$ cat src/indicator_defines.vh
// constants for the indicator control block: register offsets, field
// positions, reset values, source codes and timing figures
// assumes a 16-bit management register file with five-bit register addresses
`ifndef INDICATOR_DEFINES_VH
`define INDICATOR_DEFINES_VH

// register addresses
`define ADDR_W               5
`define DATA_W               16
`define OFS_SOURCE_SELECT    5'h16
`define OFS_TIMING_SPEED     5'h18
`define OFS_OVERRIDE_POL     5'h19

// source select fields
`define SRC_ZERO_LSB         0
`define SRC_ONE_LSB          4
`define SRC_TWO_LSB          8
`define SRC_RSVD_LSB         12
`define SRC_RESET            16'h4A44

// timing and speed fields
`define TS_FIXED_BIT         15
`define TS_STRETCH_LSB       12
`define TS_FLASH_LSB         9
`define TS_QUAL_TWO_LSB      6
`define TS_QUAL_ONE_LSB      3
`define TS_QUAL_ZERO_LSB     0
`define TS_RESET             16'h4205
`define TS_WRITE_MASK        16'h7FFF

// override and polarity fields
`define OP_POL_TWO_BIT       14
`define OP_POL_ONE_BIT       13
`define OP_POL_ZERO_BIT      12
`define OP_OVR_TWO_LSB       4
`define OP_OVR_ONE_LSB       2
`define OP_OVR_ZERO_LSB      0
`define OP_RESET             16'h0000

// source codes
`define SRC_COLLISION        4'h0
`define SRC_ERROR            4'h1
`define SRC_DUPLEX           4'h2
`define SRC_DUPLEX_COL       4'h3
`define SRC_SPEED            4'h4
`define SRC_LINK             4'h5
`define SRC_TX               4'h6
`define SRC_RX               4'h7
`define SRC_ACTIVITY         4'h8
`define SRC_LINK_RX          4'h9
`define SRC_LINK_ACT         4'hA
`define SRC_ACT_FLASH        4'hB
`define SRC_TX_FLASH         4'hC
`define SRC_RX_FLASH         4'hD
`define SRC_INACTIVE         4'hF

// rate qualifier and override codes
`define QUAL_10BASE_T        3'h0
`define QUAL_100BASE_X       3'h5
`define OVR_NORMAL           2'h0
`define OVR_FLASH            2'h1
`define OVR_OFF              2'h2
`define OVR_ON               2'h3

// timing: a millisecond tick drives every stretch and flash counter
`define CLK_FREQ_HZ          25000000
`define TICK_TIME_US         1000
`define MS_W                 11
`define STRETCH_MS_1         11'd21
`define STRETCH_MS_2         11'd42
`define STRETCH_MS_3         11'd84
`define STRETCH_MS_4         11'd170
`define STRETCH_MS_5         11'd340
`define STRETCH_MS_6         11'd670
`define STRETCH_MS_7         11'd1300
`define FLASH_MS_0           11'd42
`define FLASH_MS_1           11'd84
`define FLASH_MS_2           11'd170
`define FLASH_MS_3           11'd340
`define FLASH_MS_4           11'd670

`endif

$ cat src/event_stretch.v
// pulse stretcher for one traffic or fault event
// assumes a one-cycle millisecond tick from the parent and synchronous inputs
`timescale 1ns/1ps
`include "indicator_defines.vh"

module event_stretch #(
  parameter MS_W = `MS_W
) (
  input  wire            clk,
  input  wire            nrst,
  input  wire            clr,
  input  wire            event_in,
  input  wire            tick,
  input  wire [MS_W-1:0] len,
  output wire            stretched
);

  reg [MS_W-1:0] remain_q;
  reg [MS_W-1:0] remain_d;

  // a fresh event reloads the hold time; a zero length gives a plain pass-through
  always @* begin
    remain_d = remain_q;
    if (clr) begin
      remain_d = {MS_W{1'b0}};
    end else if (event_in) begin
      remain_d = len;
    end else if (tick && (remain_q != {MS_W{1'b0}})) begin
      remain_d = remain_q - {{(MS_W-1){1'b0}}, 1'b1};
    end
  end

  always @(posedge clk or negedge nrst) begin
    if (!nrst) begin
      remain_q <= {MS_W{1'b0}};
    end else begin
      remain_q <= remain_d;
    end
  end

  // the hold starts at a random tick phase, so the true hold is len-1 to len ms
  assign stretched = event_in | (remain_q != {MS_W{1'b0}});

endmodule

$ cat src/indicator_lane.v
// source selection, override and polarity for one indicator output
// assumes stretched events and a flash phase from the parent; purely combinational
`timescale 1ns/1ps
`include "indicator_defines.vh"

module indicator_lane #(
  parameter FULL_SET = 1
) (
  input  wire [3:0] src_sel,
  input  wire [2:0] rate_qual,
  input  wire [1:0] override,
  input  wire       polarity,
  input  wire       link,
  input  wire       speed_100,
  input  wire       duplex,
  input  wire       col_s,
  input  wire       err_s,
  input  wire       tx_s,
  input  wire       rx_s,
  input  wire       act_s,
  input  wire       flash,
  output reg        pin_level
);

  reg speed_on;
  reg src_on;
  reg lamp_on;

  always @* begin
    speed_on = link & (((rate_qual == `QUAL_10BASE_T) & ~speed_100) |
                       ((rate_qual == `QUAL_100BASE_X) & speed_100));
    case (src_sel)
      `SRC_COLLISION:  src_on = col_s;
      `SRC_ERROR:      src_on = err_s;
      `SRC_DUPLEX:     src_on = duplex;
      `SRC_DUPLEX_COL: src_on = duplex | col_s;
      `SRC_SPEED:      src_on = speed_on;
      `SRC_LINK:       src_on = link;
      `SRC_TX:         src_on = tx_s;
      `SRC_RX:         src_on = rx_s;
      // output zero does not offer these two codes and leaves the lamp dark
      `SRC_ACTIVITY:   src_on = (FULL_SET != 0) & act_s;
      `SRC_LINK_RX:    src_on = (FULL_SET != 0) & (link | rx_s);
      `SRC_LINK_ACT:   src_on = link | act_s;
      `SRC_ACT_FLASH:  src_on = act_s & flash;
      `SRC_TX_FLASH:   src_on = tx_s & flash;
      `SRC_RX_FLASH:   src_on = rx_s & flash;
      `SRC_INACTIVE:   src_on = 1'b0;
      default:         src_on = 1'b0;
    endcase
    case (override)
      `OVR_NORMAL: lamp_on = src_on;
      `OVR_FLASH:  lamp_on = flash;
      `OVR_OFF:    lamp_on = 1'b0;
      `OVR_ON:     lamp_on = 1'b1;
      default:     lamp_on = src_on;
    endcase
    // polarity is applied last: 0 drives a lit lamp low, 1 drives it high
    pin_level = polarity ? lamp_on : ~lamp_on;
  end

endmodule

$ cat src/indicator_ctrl.v
// indicator control: registers, millisecond tick, flash timer, event stretchers
// and three output lanes with registered pins
// assumes all status inputs are synchronous to CLK_SYS and a plain register port
`timescale 1ns/1ps
`include "indicator_defines.vh"

// What this block does
// - output one follows its full source set
// - output zero lacks activity and link-receive codes
// - all-ones select keeps output inactive
// - blink codes flash output during traffic
// - global stretch time lengthens each event
// - global flash period, five valid codes
// - rate qualifier picks ten or hundred link
// - polarity bit sets active pin level
// - override forces normal, flash, off, on
module indicator_ctrl #(
  parameter CLK_FREQ_HZ = `CLK_FREQ_HZ,
  parameter TICK_TIME_US = `TICK_TIME_US,
  parameter TICK_CYCLES = (CLK_FREQ_HZ / 1000000) * TICK_TIME_US,
  parameter TICK_W = 16
) (
  input  wire              CLK_SYS,
  input  wire              NRST,
  input  wire              SOFT_RST,
  input  wire              LINK_UP,
  input  wire              SPEED_100,
  input  wire              FULL_DUPLEX,
  input  wire              COLLISION,
  input  wire              RX_ERROR,
  input  wire              TX_ACTIVE,
  input  wire              RX_ACTIVE,
  input  wire [`ADDR_W-1:0] ADDR,
  input  wire [`DATA_W-1:0] WR_DATA,
  input  wire              WR_EN,
  input  wire              RD_EN,
  output reg  [`DATA_W-1:0] RD_DATA,
  output reg               INDICATOR_OUT_ZERO,
  output reg               INDICATOR_OUT_ONE,
  output reg               INDICATOR_OUT_TWO
);

  localparam integer      TICK_LAST_I = TICK_CYCLES - 1;
  localparam [TICK_W-1:0] TICK_LAST   = TICK_LAST_I[TICK_W-1:0];
  localparam [`MS_W-1:0]  MS_ONE      = {{(`MS_W-1){1'b0}}, 1'b1};

  // configuration registers
  reg  [`DATA_W-1:0] source_select_q;
  reg  [`DATA_W-1:0] timing_speed_q;
  reg  [`DATA_W-1:0] override_pol_q;
  reg  [`DATA_W-1:0] rd_data_d;

  // timing state
  reg  [TICK_W-1:0]  tick_cnt_q;
  reg                tick_q;
  reg  [`MS_W-1:0]   flash_ms_q;
  reg                flash_q;

  // field views
  wire [2:0]         pulse_extend_sel;
  wire [2:0]         flash_period_sel;
  wire [2:0]         out_zero_rate_qual;
  wire [2:0]         out_one_rate_qual;
  wire [2:0]         out_two_rate_qual;
  wire               out_zero_polarity;
  wire               out_one_polarity;
  wire               out_two_polarity;
  wire [1:0]         out_zero_override;
  wire [1:0]         out_one_override;
  wire [1:0]         out_two_override;
  wire [3:0]         zero_src;
  wire [3:0]         one_src;
  wire [3:0]         two_src;

  // lane wiring
  wire [`MS_W-1:0]   stretch_len;
  wire [`MS_W-1:0]   flash_len;
  wire               collision_source;
  wire               error_s;
  wire               tx_s;
  wire               rx_s;
  wire               activity_source;
  wire               level_zero;
  wire               level_one;
  wire               level_two;

  assign pulse_extend_sel   = timing_speed_q[`TS_STRETCH_LSB +: 3];
  assign flash_period_sel   = timing_speed_q[`TS_FLASH_LSB +: 3];
  assign out_zero_rate_qual = timing_speed_q[`TS_QUAL_ZERO_LSB +: 3];
  assign out_one_rate_qual  = timing_speed_q[`TS_QUAL_ONE_LSB +: 3];
  assign out_two_rate_qual  = timing_speed_q[`TS_QUAL_TWO_LSB +: 3];
  assign out_zero_polarity  = override_pol_q[`OP_POL_ZERO_BIT];
  assign out_one_polarity   = override_pol_q[`OP_POL_ONE_BIT];
  assign out_two_polarity   = override_pol_q[`OP_POL_TWO_BIT];
  assign out_zero_override  = override_pol_q[`OP_OVR_ZERO_LSB +: 2];
  assign out_one_override   = override_pol_q[`OP_OVR_ONE_LSB +: 2];
  assign out_two_override   = override_pol_q[`OP_OVR_TWO_LSB +: 2];
  assign zero_src           = source_select_q[`SRC_ZERO_LSB +: 4];
  assign one_src            = source_select_q[`SRC_ONE_LSB +: 4];
  assign two_src            = source_select_q[`SRC_TWO_LSB +: 4];

  // stretch hold in milliseconds; the lower edge of each range is used
  function [`MS_W-1:0] stretch_ms;
    input [2:0] code;
    begin
      case (code)
        3'h0:    stretch_ms = {`MS_W{1'b0}};
        3'h1:    stretch_ms = `STRETCH_MS_1;
        3'h2:    stretch_ms = `STRETCH_MS_2;
        3'h3:    stretch_ms = `STRETCH_MS_3;
        3'h4:    stretch_ms = `STRETCH_MS_4;
        3'h5:    stretch_ms = `STRETCH_MS_5;
        3'h6:    stretch_ms = `STRETCH_MS_6;
        3'h7:    stretch_ms = `STRETCH_MS_7;
        default: stretch_ms = {`MS_W{1'b0}};
      endcase
    end
  endfunction

  // reserved flash codes fall back to the slowest period rather than stopping
  function [`MS_W-1:0] flash_ms;
    input [2:0] code;
    begin
      case (code)
        3'h0:    flash_ms = `FLASH_MS_0;
        3'h1:    flash_ms = `FLASH_MS_1;
        3'h2:    flash_ms = `FLASH_MS_2;
        3'h3:    flash_ms = `FLASH_MS_3;
        3'h4:    flash_ms = `FLASH_MS_4;
        default: flash_ms = `FLASH_MS_4;
      endcase
    end
  endfunction

  assign stretch_len = stretch_ms(pulse_extend_sel);
  assign flash_len   = flash_ms(flash_period_sel);

  // register writes: only a hard reset restores the defaults
  always @(posedge CLK_SYS or negedge NRST) begin
    if (!NRST) begin
      source_select_q <= `SRC_RESET;
      timing_speed_q  <= `TS_RESET;
      override_pol_q  <= `OP_RESET;
    end else if (WR_EN) begin
      if (ADDR == `OFS_SOURCE_SELECT) begin
        source_select_q <= WR_DATA;
      end
      if (ADDR == `OFS_TIMING_SPEED) begin
        // the top bit is fixed at zero
        timing_speed_q <= WR_DATA & `TS_WRITE_MASK;
      end
      if (ADDR == `OFS_OVERRIDE_POL) begin
        override_pol_q <= WR_DATA;
      end
    end
  end

  // read data stands only in the cycle after the read strobe
  always @* begin
    rd_data_d = {`DATA_W{1'b0}};
    if (RD_EN) begin
      case (ADDR)
        `OFS_SOURCE_SELECT: rd_data_d = source_select_q;
        `OFS_TIMING_SPEED:  rd_data_d = timing_speed_q;
        `OFS_OVERRIDE_POL:  rd_data_d = override_pol_q;
        default:            rd_data_d = {`DATA_W{1'b0}};
      endcase
    end
  end

  always @(posedge CLK_SYS or negedge NRST) begin
    if (!NRST) begin
      RD_DATA <= {`DATA_W{1'b0}};
    end else begin
      RD_DATA <= rd_data_d;
    end
  end

  // millisecond tick; a soft reset restarts it with the rest of the timing state
  always @(posedge CLK_SYS or negedge NRST) begin
    if (!NRST) begin
      tick_cnt_q <= {TICK_W{1'b0}};
      tick_q     <= 1'b0;
    end else if (SOFT_RST) begin
      tick_cnt_q <= {TICK_W{1'b0}};
      tick_q     <= 1'b0;
    end else if (tick_cnt_q >= TICK_LAST) begin
      tick_cnt_q <= {TICK_W{1'b0}};
      tick_q     <= 1'b1;
    end else begin
      tick_cnt_q <= tick_cnt_q + {{(TICK_W-1){1'b0}}, 1'b1};
      tick_q     <= 1'b0;
    end
  end

  // flash phase toggles once per selected period; >= copes with a period
  // shortened while the counter is already past the new end
  always @(posedge CLK_SYS or negedge NRST) begin
    if (!NRST) begin
      flash_ms_q <= {`MS_W{1'b0}};
      flash_q    <= 1'b0;
    end else if (SOFT_RST) begin
      flash_ms_q <= {`MS_W{1'b0}};
      flash_q    <= 1'b0;
    end else if (tick_q) begin
      if (flash_ms_q >= (flash_len - MS_ONE)) begin
        flash_ms_q <= {`MS_W{1'b0}};
        flash_q    <= ~flash_q;
      end else begin
        flash_ms_q <= flash_ms_q + MS_ONE;
      end
    end
  end

  event_stretch #(.MS_W(`MS_W)) stretch_col (
    .clk       (CLK_SYS),
    .nrst      (NRST),
    .clr       (SOFT_RST),
    .event_in  (COLLISION),
    .tick      (tick_q),
    .len       (stretch_len),
    .stretched (collision_source)
  );

  event_stretch #(.MS_W(`MS_W)) stretch_err (
    .clk       (CLK_SYS),
    .nrst      (NRST),
    .clr       (SOFT_RST),
    .event_in  (RX_ERROR),
    .tick      (tick_q),
    .len       (stretch_len),
    .stretched (error_s)
  );

  event_stretch #(.MS_W(`MS_W)) stretch_tx (
    .clk       (CLK_SYS),
    .nrst      (NRST),
    .clr       (SOFT_RST),
    .event_in  (TX_ACTIVE),
    .tick      (tick_q),
    .len       (stretch_len),
    .stretched (tx_s)
  );

  event_stretch #(.MS_W(`MS_W)) stretch_rx (
    .clk       (CLK_SYS),
    .nrst      (NRST),
    .clr       (SOFT_RST),
    .event_in  (RX_ACTIVE),
    .tick      (tick_q),
    .len       (stretch_len),
    .stretched (rx_s)
  );

  event_stretch #(.MS_W(`MS_W)) stretch_act (
    .clk       (CLK_SYS),
    .nrst      (NRST),
    .clr       (SOFT_RST),
    .event_in  (TX_ACTIVE | RX_ACTIVE),
    .tick      (tick_q),
    .len       (stretch_len),
    .stretched (activity_source)
  );

  indicator_lane #(.FULL_SET(0)) lane_zero (
    .src_sel   (zero_src),
    .rate_qual (out_zero_rate_qual),
    .override  (out_zero_override),
    .polarity  (out_zero_polarity),
    .link      (LINK_UP),
    .speed_100 (SPEED_100),
    .duplex    (FULL_DUPLEX),
    .col_s     (collision_source),
    .err_s     (error_s),
    .tx_s      (tx_s),
    .rx_s      (rx_s),
    .act_s     (activity_source),
    .flash     (flash_q),
    .pin_level (level_zero)
  );

  indicator_lane #(.FULL_SET(1)) lane_one (
    .src_sel   (one_src),
    .rate_qual (out_one_rate_qual),
    .override  (out_one_override),
    .polarity  (out_one_polarity),
    .link      (LINK_UP),
    .speed_100 (SPEED_100),
    .duplex    (FULL_DUPLEX),
    .col_s     (collision_source),
    .err_s     (error_s),
    .tx_s      (tx_s),
    .rx_s      (rx_s),
    .act_s     (activity_source),
    .flash     (flash_q),
    .pin_level (level_one)
  );

  indicator_lane #(.FULL_SET(1)) lane_two (
    .src_sel   (two_src),
    .rate_qual (out_two_rate_qual),
    .override  (out_two_override),
    .polarity  (out_two_polarity),
    .link      (LINK_UP),
    .speed_100 (SPEED_100),
    .duplex    (FULL_DUPLEX),
    .col_s     (collision_source),
    .err_s     (error_s),
    .tx_s      (tx_s),
    .rx_s      (rx_s),
    .act_s     (activity_source),
    .flash     (flash_q),
    .pin_level (level_two)
  );

  // pins come from flops; after hard reset all lamps are dark and active low
  always @(posedge CLK_SYS or negedge NRST) begin
    if (!NRST) begin
      INDICATOR_OUT_ZERO <= 1'b1;
      INDICATOR_OUT_ONE  <= 1'b1;
      INDICATOR_OUT_TWO  <= 1'b1;
    end else begin
      INDICATOR_OUT_ZERO <= level_zero;
      INDICATOR_OUT_ONE  <= level_one;
      INDICATOR_OUT_TWO  <= level_two;
    end
  end

endmodule

$ cat config.mk
export PLATFORM = sky130hd
export DESIGN_NAME = indicator_ctrl
export DESIGN_NICKNAME = d
export VERILOG_FILES = /design/src/event_stretch.v /design/src/indicator_lane.v /design/src/indicator_ctrl.v
export VERILOG_INCLUDE_DIRS = /design/src
export SDC_FILE = /design/constraint.sdc
export NUM_CORES = 1
export LEC_CHECK = 0
export ABC_AREA = 1
export BUFFER_PORTS_ARGS = -buffer_cell sky130_fd_sc_hd__clkbuf_2
export CORE_MARGIN = 2
export CORE_UTILIZATION = 35
export DETAILED_ROUTE_END_ITERATION = 8
export SLEW_MARGIN = 20
export SYNTH_ARGS = -nofsm -noshare
export SYNTH_HDL_FRONTEND = slang
export SYNTH_SLANG_ARGS = --single-unit
$ cat constraint.sdc
create_clock -name CLK_SYS -period 2.1 [get_ports CLK_SYS]
set_clock_uncertainty 0.15 [all_clocks]
set_input_delay 0.42 -clock CLK_SYS [delete_from_list [all_inputs] [get_ports CLK_SYS]]
set_output_delay 0.42 -clock CLK_SYS [all_outputs]
set_load 0.02 [all_outputs]
==> flow_summary_export.csv, run 1 <==
group,metric,value,unit
worst_setup_path,critPathLaunchType,"flip-flop",
timing,final.setup.worst_slack,-0.0570,ns
power,p_per_area,855,mW/mm^2
timing,rsz0062_at_grt,"true",
cells_and_area,finalInstanceArea,0.0105,sq mm
global_routing,antenna_found_initial,0,
cts,clock_latency,0.44,ns
logic_synthesis,async_flop_share,100,%
logic_synthesis,ys_ff_latch,150,
min_path,min_path_cells,3,
floorplan,num_rows,57,
worst_setup_path,crit_cells,11,
logic_synthesis,synthTopCellsByCount,"nand2_1 (255), inv_1 (147), dfrtp_1 (138)",
route,ant_nets,0,
timing,final_hold_viol_count,0,
route,num_vias,7946,
route,drt_iter0_drc,646,
global_routing,first_global_vias,7606,
cts,cts_tree,"done",
timing,period_minus_slack,2.16,ns
route,vias_per_cell,4.98,
power,vdd_drop_max,454,uV
run,drv_cap,0,
cts,htree_num_levels,4,
worst_setup_path,worstPathRequired,2.33,ns
worst_setup_path,crit_path_end_kind,"flip-flop",
route,post_drt_wl_per_cell,14.3,microns
worst_setup_path,r2r-start,"timing_speed_q[9]$_DFFE_PN1P_",
logic_synthesis,synth_ff_type,"dfrtp_1",
cells_and_area,diodes,0,
logic_synthesis,syn_inst,1155,
worst_setup_path,cp_cell_sequence,"buf_6 -> nor2_2 -> ha_4 -> a21oi_4 -> o21ai_2 -> a21oi_2 -> o21a_1 -> nand2_2 -> nand2_4 -> clkinvlp_4 -> nor2_1",
placed_design,hpwl,16.4,mm
cells_and_area,drive_gt1_share,18.8,%
placed_design,dp_slack,-0.114,ns
placed_design,place_inst,1554,
global_routing,grt_use_total,18.5,%
cts,clock-sinks,150,
timing,max_slew_margin,63.7,%
worst_setup_path,crit_path_max_fanout,5,
min_path,min_path_type,"input pin to flip-flop",
global_routing,grt_pass1_wl,38.6,mm
global_routing,grt_max_degree,43,
route,drc,0,
worst_setup_path,path_buf_inv,2,
cells_and_area,syn_to_final_growth,22.5,%
timing,setup_tns,-0.292,ns
logic_synthesis,synth_top_area_share,40.2,%
logic_synthesis,synth_area,0.00859,sq mm
worst_setup_path,critical_path_class,"flip-flop to flip-flop",
timing,slew_violations,0,
timing,setup_viol,6,
logic_synthesis,ys_types,42,
route,drtPass1Iterations,5,
cts,cts.clk_slew.worst_paths,0.08,ns
logic_synthesis,yosysTopAreaCell,"dfrtp_1",
cells_and_area,final_cells,1595,
status,violations,"setup timing",
cells_and_area,nets,1307,
power,p_leak,5.03,nW
logic_synthesis,synth.net_count,1204,
worst_setup_path,crit_family,"flip-flops",
floorplan,coreArea,0.0242,sq mm
timing,period_share,103,%
floorplan,io-pin-count,52,
worst_setup_path,startpoint,"timing_speed_q[9]$_DFFE_PN1P_",
cells_and_area,final_core_util,43.5,%
timing,holdWs,0.0774,ns
global_routing,grt-ovfl-total,0,
floorplan,start_util,35.5,%
min_path,min_from,"WR_DATA[6]",
floorplan,die-width,161,microns
timing,tightest_slew,0.544,ns
logic_synthesis,avgSynthCellArea,7.44,sq um
cts,clock_path_buffers,2,
worst_setup_path,critical_path_arrival,2.38,ns
timing,fmax,464,MHz
route,routed_wirelength,22.8,mm
cts,cts-buffers-inserted,17,
worst_setup_path,crit_slowest_cell,"dfstp_2",
logic_synthesis,yosysWarnings,0,
logic_synthesis,synth_most_common_cell,"nand2_1",
worst_setup_path,reg2regPathDepth,11,
placed_design,io_buffers,51,
placed_design,postPlaceCellArea,0.00959,sq mm
worst_setup_path,critPathMaxStageDelay,0.55,ns
floorplan,design.die.area,0.0258,sq mm
logic_synthesis,synth_edf_count,0,
status,outcome,"finished with violations",
power,power,9.00,mW
placed_design,routabilityCongestion,0.855,
floorplan,chipHeight,161,microns
cts,cts_root_buf,"clkbuf_16",
logic_synthesis,seq_area_frac_synth,43.9,%
logic_synthesis,ys_top_cells_by_area,"dfrtp_1 (40%), nand2_1 (11%), o21ai_0 (7.2%)",
[worst register-to-register path, stage by stage (launching register included)]
cell and delay [ns]:
dfstp_2 0.55, buf_6 0.11, nor2_2 0.05, ha_4 0.24, a21oi_4 0.16, o21ai_2 0.07
a21oi_2 0.12, o21a_1 0.17, nand2_2 0.08, nand2_4 0.13, clkinvlp_4 0.16, nor2_1 0.12
[placed cells by master (no fill, tap or decap), types with 6 or more instances in the layout]
cell / synthesis / layout
nand3_1: 89 / 87
xor2_1: 20 / 20
inv_2: 10 / 11
nor2_2: 11 / 24
ha_1: 16 / 9
clkinv_8: 0 / 6
o211ai_1: 16 / 16
nand2_2: 4 / 10
nor2_4: 4 / 7
a31oi_1: 7 / 7
buf_4: 0 / 51
nor2_1: 125 / 109
a21oi_1: 40 / 35
nand2_1: 255 / 247
nor3_1: 21 / 20
o22ai_1: 26 / 26
o21ai_0: 123 / 119
nand4_1: 13 / 13
dfstp_2: 12 / 12
clkbuf_2: 0 / 50
clkbuf_16: 0 / 17
dfrtp_1: 138 / 137
o31ai_1: 7 / 7
o21ai_1: 11 / 14
inv_1: 147 / 145
[routing by layer]
layer	GRT usage, %	part of all wire [%]	vias up
met1	26.0	49	3749
met2	29.3	46	159
met3	3.13	4.0	16
met4	5.32	1.3	0
met5	0	0	-
li1	-	-	4022
[final cells by class]
type,instances,area [sq um]
clock buffers,17,425
clock inverters,15,209
fillers,2428,13700
inverters,157,592
multi-input cells,820,4330
flip-flops and latches,150,3770
well taps,324,405
repair buffers,111,788
repair inverters,1,7.51
[flip-flops by register name, summed over array words and instances (netlist names)]
name                  count
tick_q                    1
override_pol_q           16
source_select_q          16
flash_q                   1
stretch_col.remain_q     11
INDICATOR_OUT_ONE         1
RD_DATA                  16
tick_cnt_q               16
timing_speed_q           15
stretch_err.remain_q     11
INDICATOR_OUT_TWO         1
stretch_act.remain_q     11
flash_ms_q               11
INDICATOR_OUT_ZERO        1
stretch_tx.remain_q      11
stretch_rx.remain_q      11
[report_power, final]
group	switching, mW	leakage (nW)	internal [mW]
logic	1.38	2.76	0.815
clock network	1.49	0.304	1.73
registers	0.317	1.97	3.26
total	3.20	5.03	5.81
[logic make-up after synthesis]
family	count (synthesis)	share of synthesized area, %
AOI/OAI and AO/OA	246	16.2
xor gates and xnor gates	22	2.24
adders and majority gates	16	2.33
buffers and inverters	185	8.24
DFF	150	43.9
other	2	0.0874
and+or+nand+nor	534	27.1
[timing repair]
action	4_1_cts	5_1_grt
hold endpoints to repair	27	0
hold buffers	1	0
cloned	1	0
setup endpoints to repair	10	19
pin swaps	1	17
resized for setup	27	34
buffers inserted	2	7
[path summary, 6_finish.rpt]
check                                                     end  slack, ns
hold reg to reg                       tick_cnt_q[0]$_DFF_PN0_       0.31
max in group asynchronous       timing_speed_q[9]$_DFFE_PN1P_       0.90
min in group asynchronous  stretch_tx.remain_q[4]$_DFFE_PN0P_       0.29
hold / removal                 source_select_q[6]$_DFFE_PN1P_       0.08
setup reg to reg                    flash_ms_q[8]$_DFFE_PN0P_      -0.06
setup / recovery                    flash_ms_q[8]$_DFFE_PN0P_      -0.06
Power figures use the tool's default switching activity.
==> run 2, diff against run 1 <==
--- a/config.mk
+++ b/config.mk
@@ -11,6 +11,7 @@
 export CORE_MARGIN = 2
 export CORE_UTILIZATION = 35
 export DETAILED_ROUTE_END_ITERATION = 8
+export PLACE_DENSITY_LB_ADDON = 0.25
 export SLEW_MARGIN = 20
 export SYNTH_ARGS = -nofsm -noshare
 export SYNTH_HDL_FRONTEND = slang
==> constraint.sdc (replaced) <==
create_clock -name CLK_SYS -period 2.1 [get_ports CLK_SYS]
set_clock_uncertainty 0.15 [all_clocks]
set_input_delay 0.525 -clock CLK_SYS [delete_from_list [all_inputs] [get_ports CLK_SYS]]
set_output_delay 0.525 -clock CLK_SYS [all_outputs]
set_load 0.02 [all_outputs]
==> flow_summary_export.csv, run 2 (synthesis gave the netlist of run 1 again) <==
group,metric,value,unit
timing,max_slew_margin,60.8,%
cells_and_area,nets,1311,
power,power.share.sequential,40.6,%
power,vdd_drop_max,485,uV
timing,setup_tns,-0.110,ns
floorplan,coreArea,0.0242,sq mm
cells_and_area,drive_gt1_share,17.8,%
min_path,min_path_cells,3,
min_path,min_path_type,"input pin to flip-flop",
floorplan,chipHeight,161,microns
route,routed_wirelength,23.0,mm
global_routing,grt-ovfl-total,0,
route,ant_nets,0,
timing,tightest_slew,0.588,ns
route,vias_per_cell,5.00,
route,drt-met1-wl,11.1,mm
route,route.met3.wl,976,microns
power,p_sw,3.04,mW
status,outcome,"finished with violations",
cts,cts_tree,"done",
timing,final.setup.worst_slack,-0.0685,ns
cts,clock-sinks,150,
timing,holdWs,0.186,ns
worst_setup_path,crit_slowest_cell,"dfstp_2",
placed_design,place_inst,1562,
timing,period_share,103,%
placed_design,dp_slack,-0.109,ns
worst_setup_path,crit_path_end_kind,"flip-flop",
worst_setup_path,critical_path_arrival,2.33,ns
route,routed-wl-met2,10.4,mm
timing,setup_viol,6,
power,p_leak,5.02,nW
cells_and_area,diodes,0,
global_routing,first_global_vias,7568,
cells_and_area,final_common_cell,"nand2_1",
worst_setup_path,path_buf_inv,2,
worst_setup_path,reg2regPathDepth,12,
route,drc,0,
placed_design,postPlaceCellArea,0.00962,sq mm
power,p_clk_share,35.0,%
cells_and_area,final_core_util,43.0,%
global_routing,antenna_found_initial,0,
worst_setup_path,cp_cell_sequence,"buf_6 -> nand3_4 -> ha_4 -> nand2_4 -> nor2_4 -> nand4_1 -> o21a_1 -> nand2_2 -> nand2_4 -> buf_6 -> nand2_2 -> nand2_1",
timing,fmax,461,MHz
cells_and_area,final_cells,1599,
status,violations,"setup timing",
timing,slew_violations,0,
global_routing,grt_use_total,18.3,%
worst_setup_path,crit_cells,12,
placed_design,io_buffers,51,
floorplan,io-pin-count,52,
route,top_layer_used,"met4",
cts,cts.clk_slew.worst_paths,0.07,ns
cts,clock_latency,0.43,ns
floorplan,design.die.area,0.0258,sq mm
cts,htree_num_levels,4,
worst_setup_path,critical_path_class,"flip-flop to flip-flop",
power,p_per_area,847,mW/mm^2
power,power,8.81,mW
cts,cts_root_buf,"clkbuf_16",
route,drtPass1Iterations,5,
timing,final_hold_viol_count,0,
route,num_vias,7999,
run,drv_cap,0,
cts,clock_path_buffers,2,
floorplan,start_util,35.5,%
worst_setup_path,crit_path_max_fanout,3,
cells_and_area,finalInstanceArea,0.0104,sq mm
worst_setup_path,critPathLaunchType,"flip-flop",
cells_and_area,syn_to_final_growth,21.1,%
cts,cts-buffers-inserted,17,
route,drt_iter0_drc,525,
timing,rsz0062_at_grt,"true",
floorplan,num_rows,57,
worst_setup_path,worstPathRequired,2.26,ns
route,post_drt_wl_per_cell,14.4,microns
power,switching_share,34.5,%
worst_setup_path,crit_family,"simple AND/OR/NAND/NOR gates",
cells_and_area,final_cell_mix,"nand2_1 (248), inv_1 (146), dfrtp_1 (138)",
placed_design,routabilityCongestion,0.884,
global_routing,grt_max_degree,41,
floorplan,die-width,161,microns
global_routing,grt_pass1_wl,38.1,mm
timing,period_minus_slack,2.17,ns
worst_setup_path,critPathMaxStageDelay,0.55,ns
power,internal-power,5.77,mW
placed_design,hpwl,17.2,mm
power,pwr-share-comb,24.4,%
-- run 2: repair_timing --
item	4_1_cts	5_1_grt
gates resized for setup	10	33
pin swaps	8	19
buffers inserted	3	2
hold buffers	1	0
setup endpoints to repair	10	33
hold endpoints to repair	30	0
-- run 2: area by class of cell --
class / instances / area, sq um
Tap cell: 324 / 405
Clock buffer: 18 / 439
Inverter: 157 / 594
Sequential cell: 150 / 3770
Clock inverter: 14 / 150
Timing Repair Buffer: 116 / 792
Multi-Input combinational cell: 820 / 4260
Fill cell: 2502 / 13800
-- run 2: path summary, 6_finish.rpt --
kind / start / to / slack [ns]
worst min-delay path: WR_DATA[6] / source_select_q[6]$_DFFE_PN1P_ / 0.19
max in group asynchronous: NRST / tick_cnt_q[8]$_DFF_PN0_ / 0.75
worst max-delay path: timing_speed_q[9]$_DFFE_PN1P_ / flash_q$_DFFE_PN0P_ / -0.07
worst max register to register: timing_speed_q[9]$_DFFE_PN1P_ / flash_q$_DFFE_PN0P_ / -0.07
worst min register to register: tick_cnt_q[0]$_DFF_PN0_ / tick_cnt_q[0]$_DFF_PN0_ / 0.33
min in group asynchronous: NRST / stretch_tx.remain_q[3]$_DFFE_PN0P_ / 0.43
-- run 2: worst reg2reg max path: cells and delay by family (launching register included) --
| kind | cells | cell delay (ns) |
|---|---|---|
| AND/OR/NAND/NOR | 8 | 0.61 |
| buffers and inverters | 2 | 0.23 |
| adder cells (fa/ha/maj) | 1 | 0.29 |
| flip-flops | 1 | 0.55 |
| AO/OA/AOI/OAI | 1 | 0.23 |
-- run 2: power groups by stage --
| stage | sequential (mW) | clock [mW] | combinational [mW] |
|---|---|---|---|
| floorplan | 3.57 | 0 | 1.35 |
| global placement | 3.61 | 0 | 2.02 |
| detailed placement | 3.62 | 0 | 2.04 |
| CTS | 3.57 | 3.15 | 2.08 |
| global route | 3.62 | 3.29 | 2.45 |
| finish | 3.57 | 3.08 | 2.15 |
-- run 2: metal layers --
layer  up-vias  track usage (%)
li1       4029                -
met1      3747             26.0
met2       190             28.6
met3        33             2.66
met4         0             6.10
met5         -                0
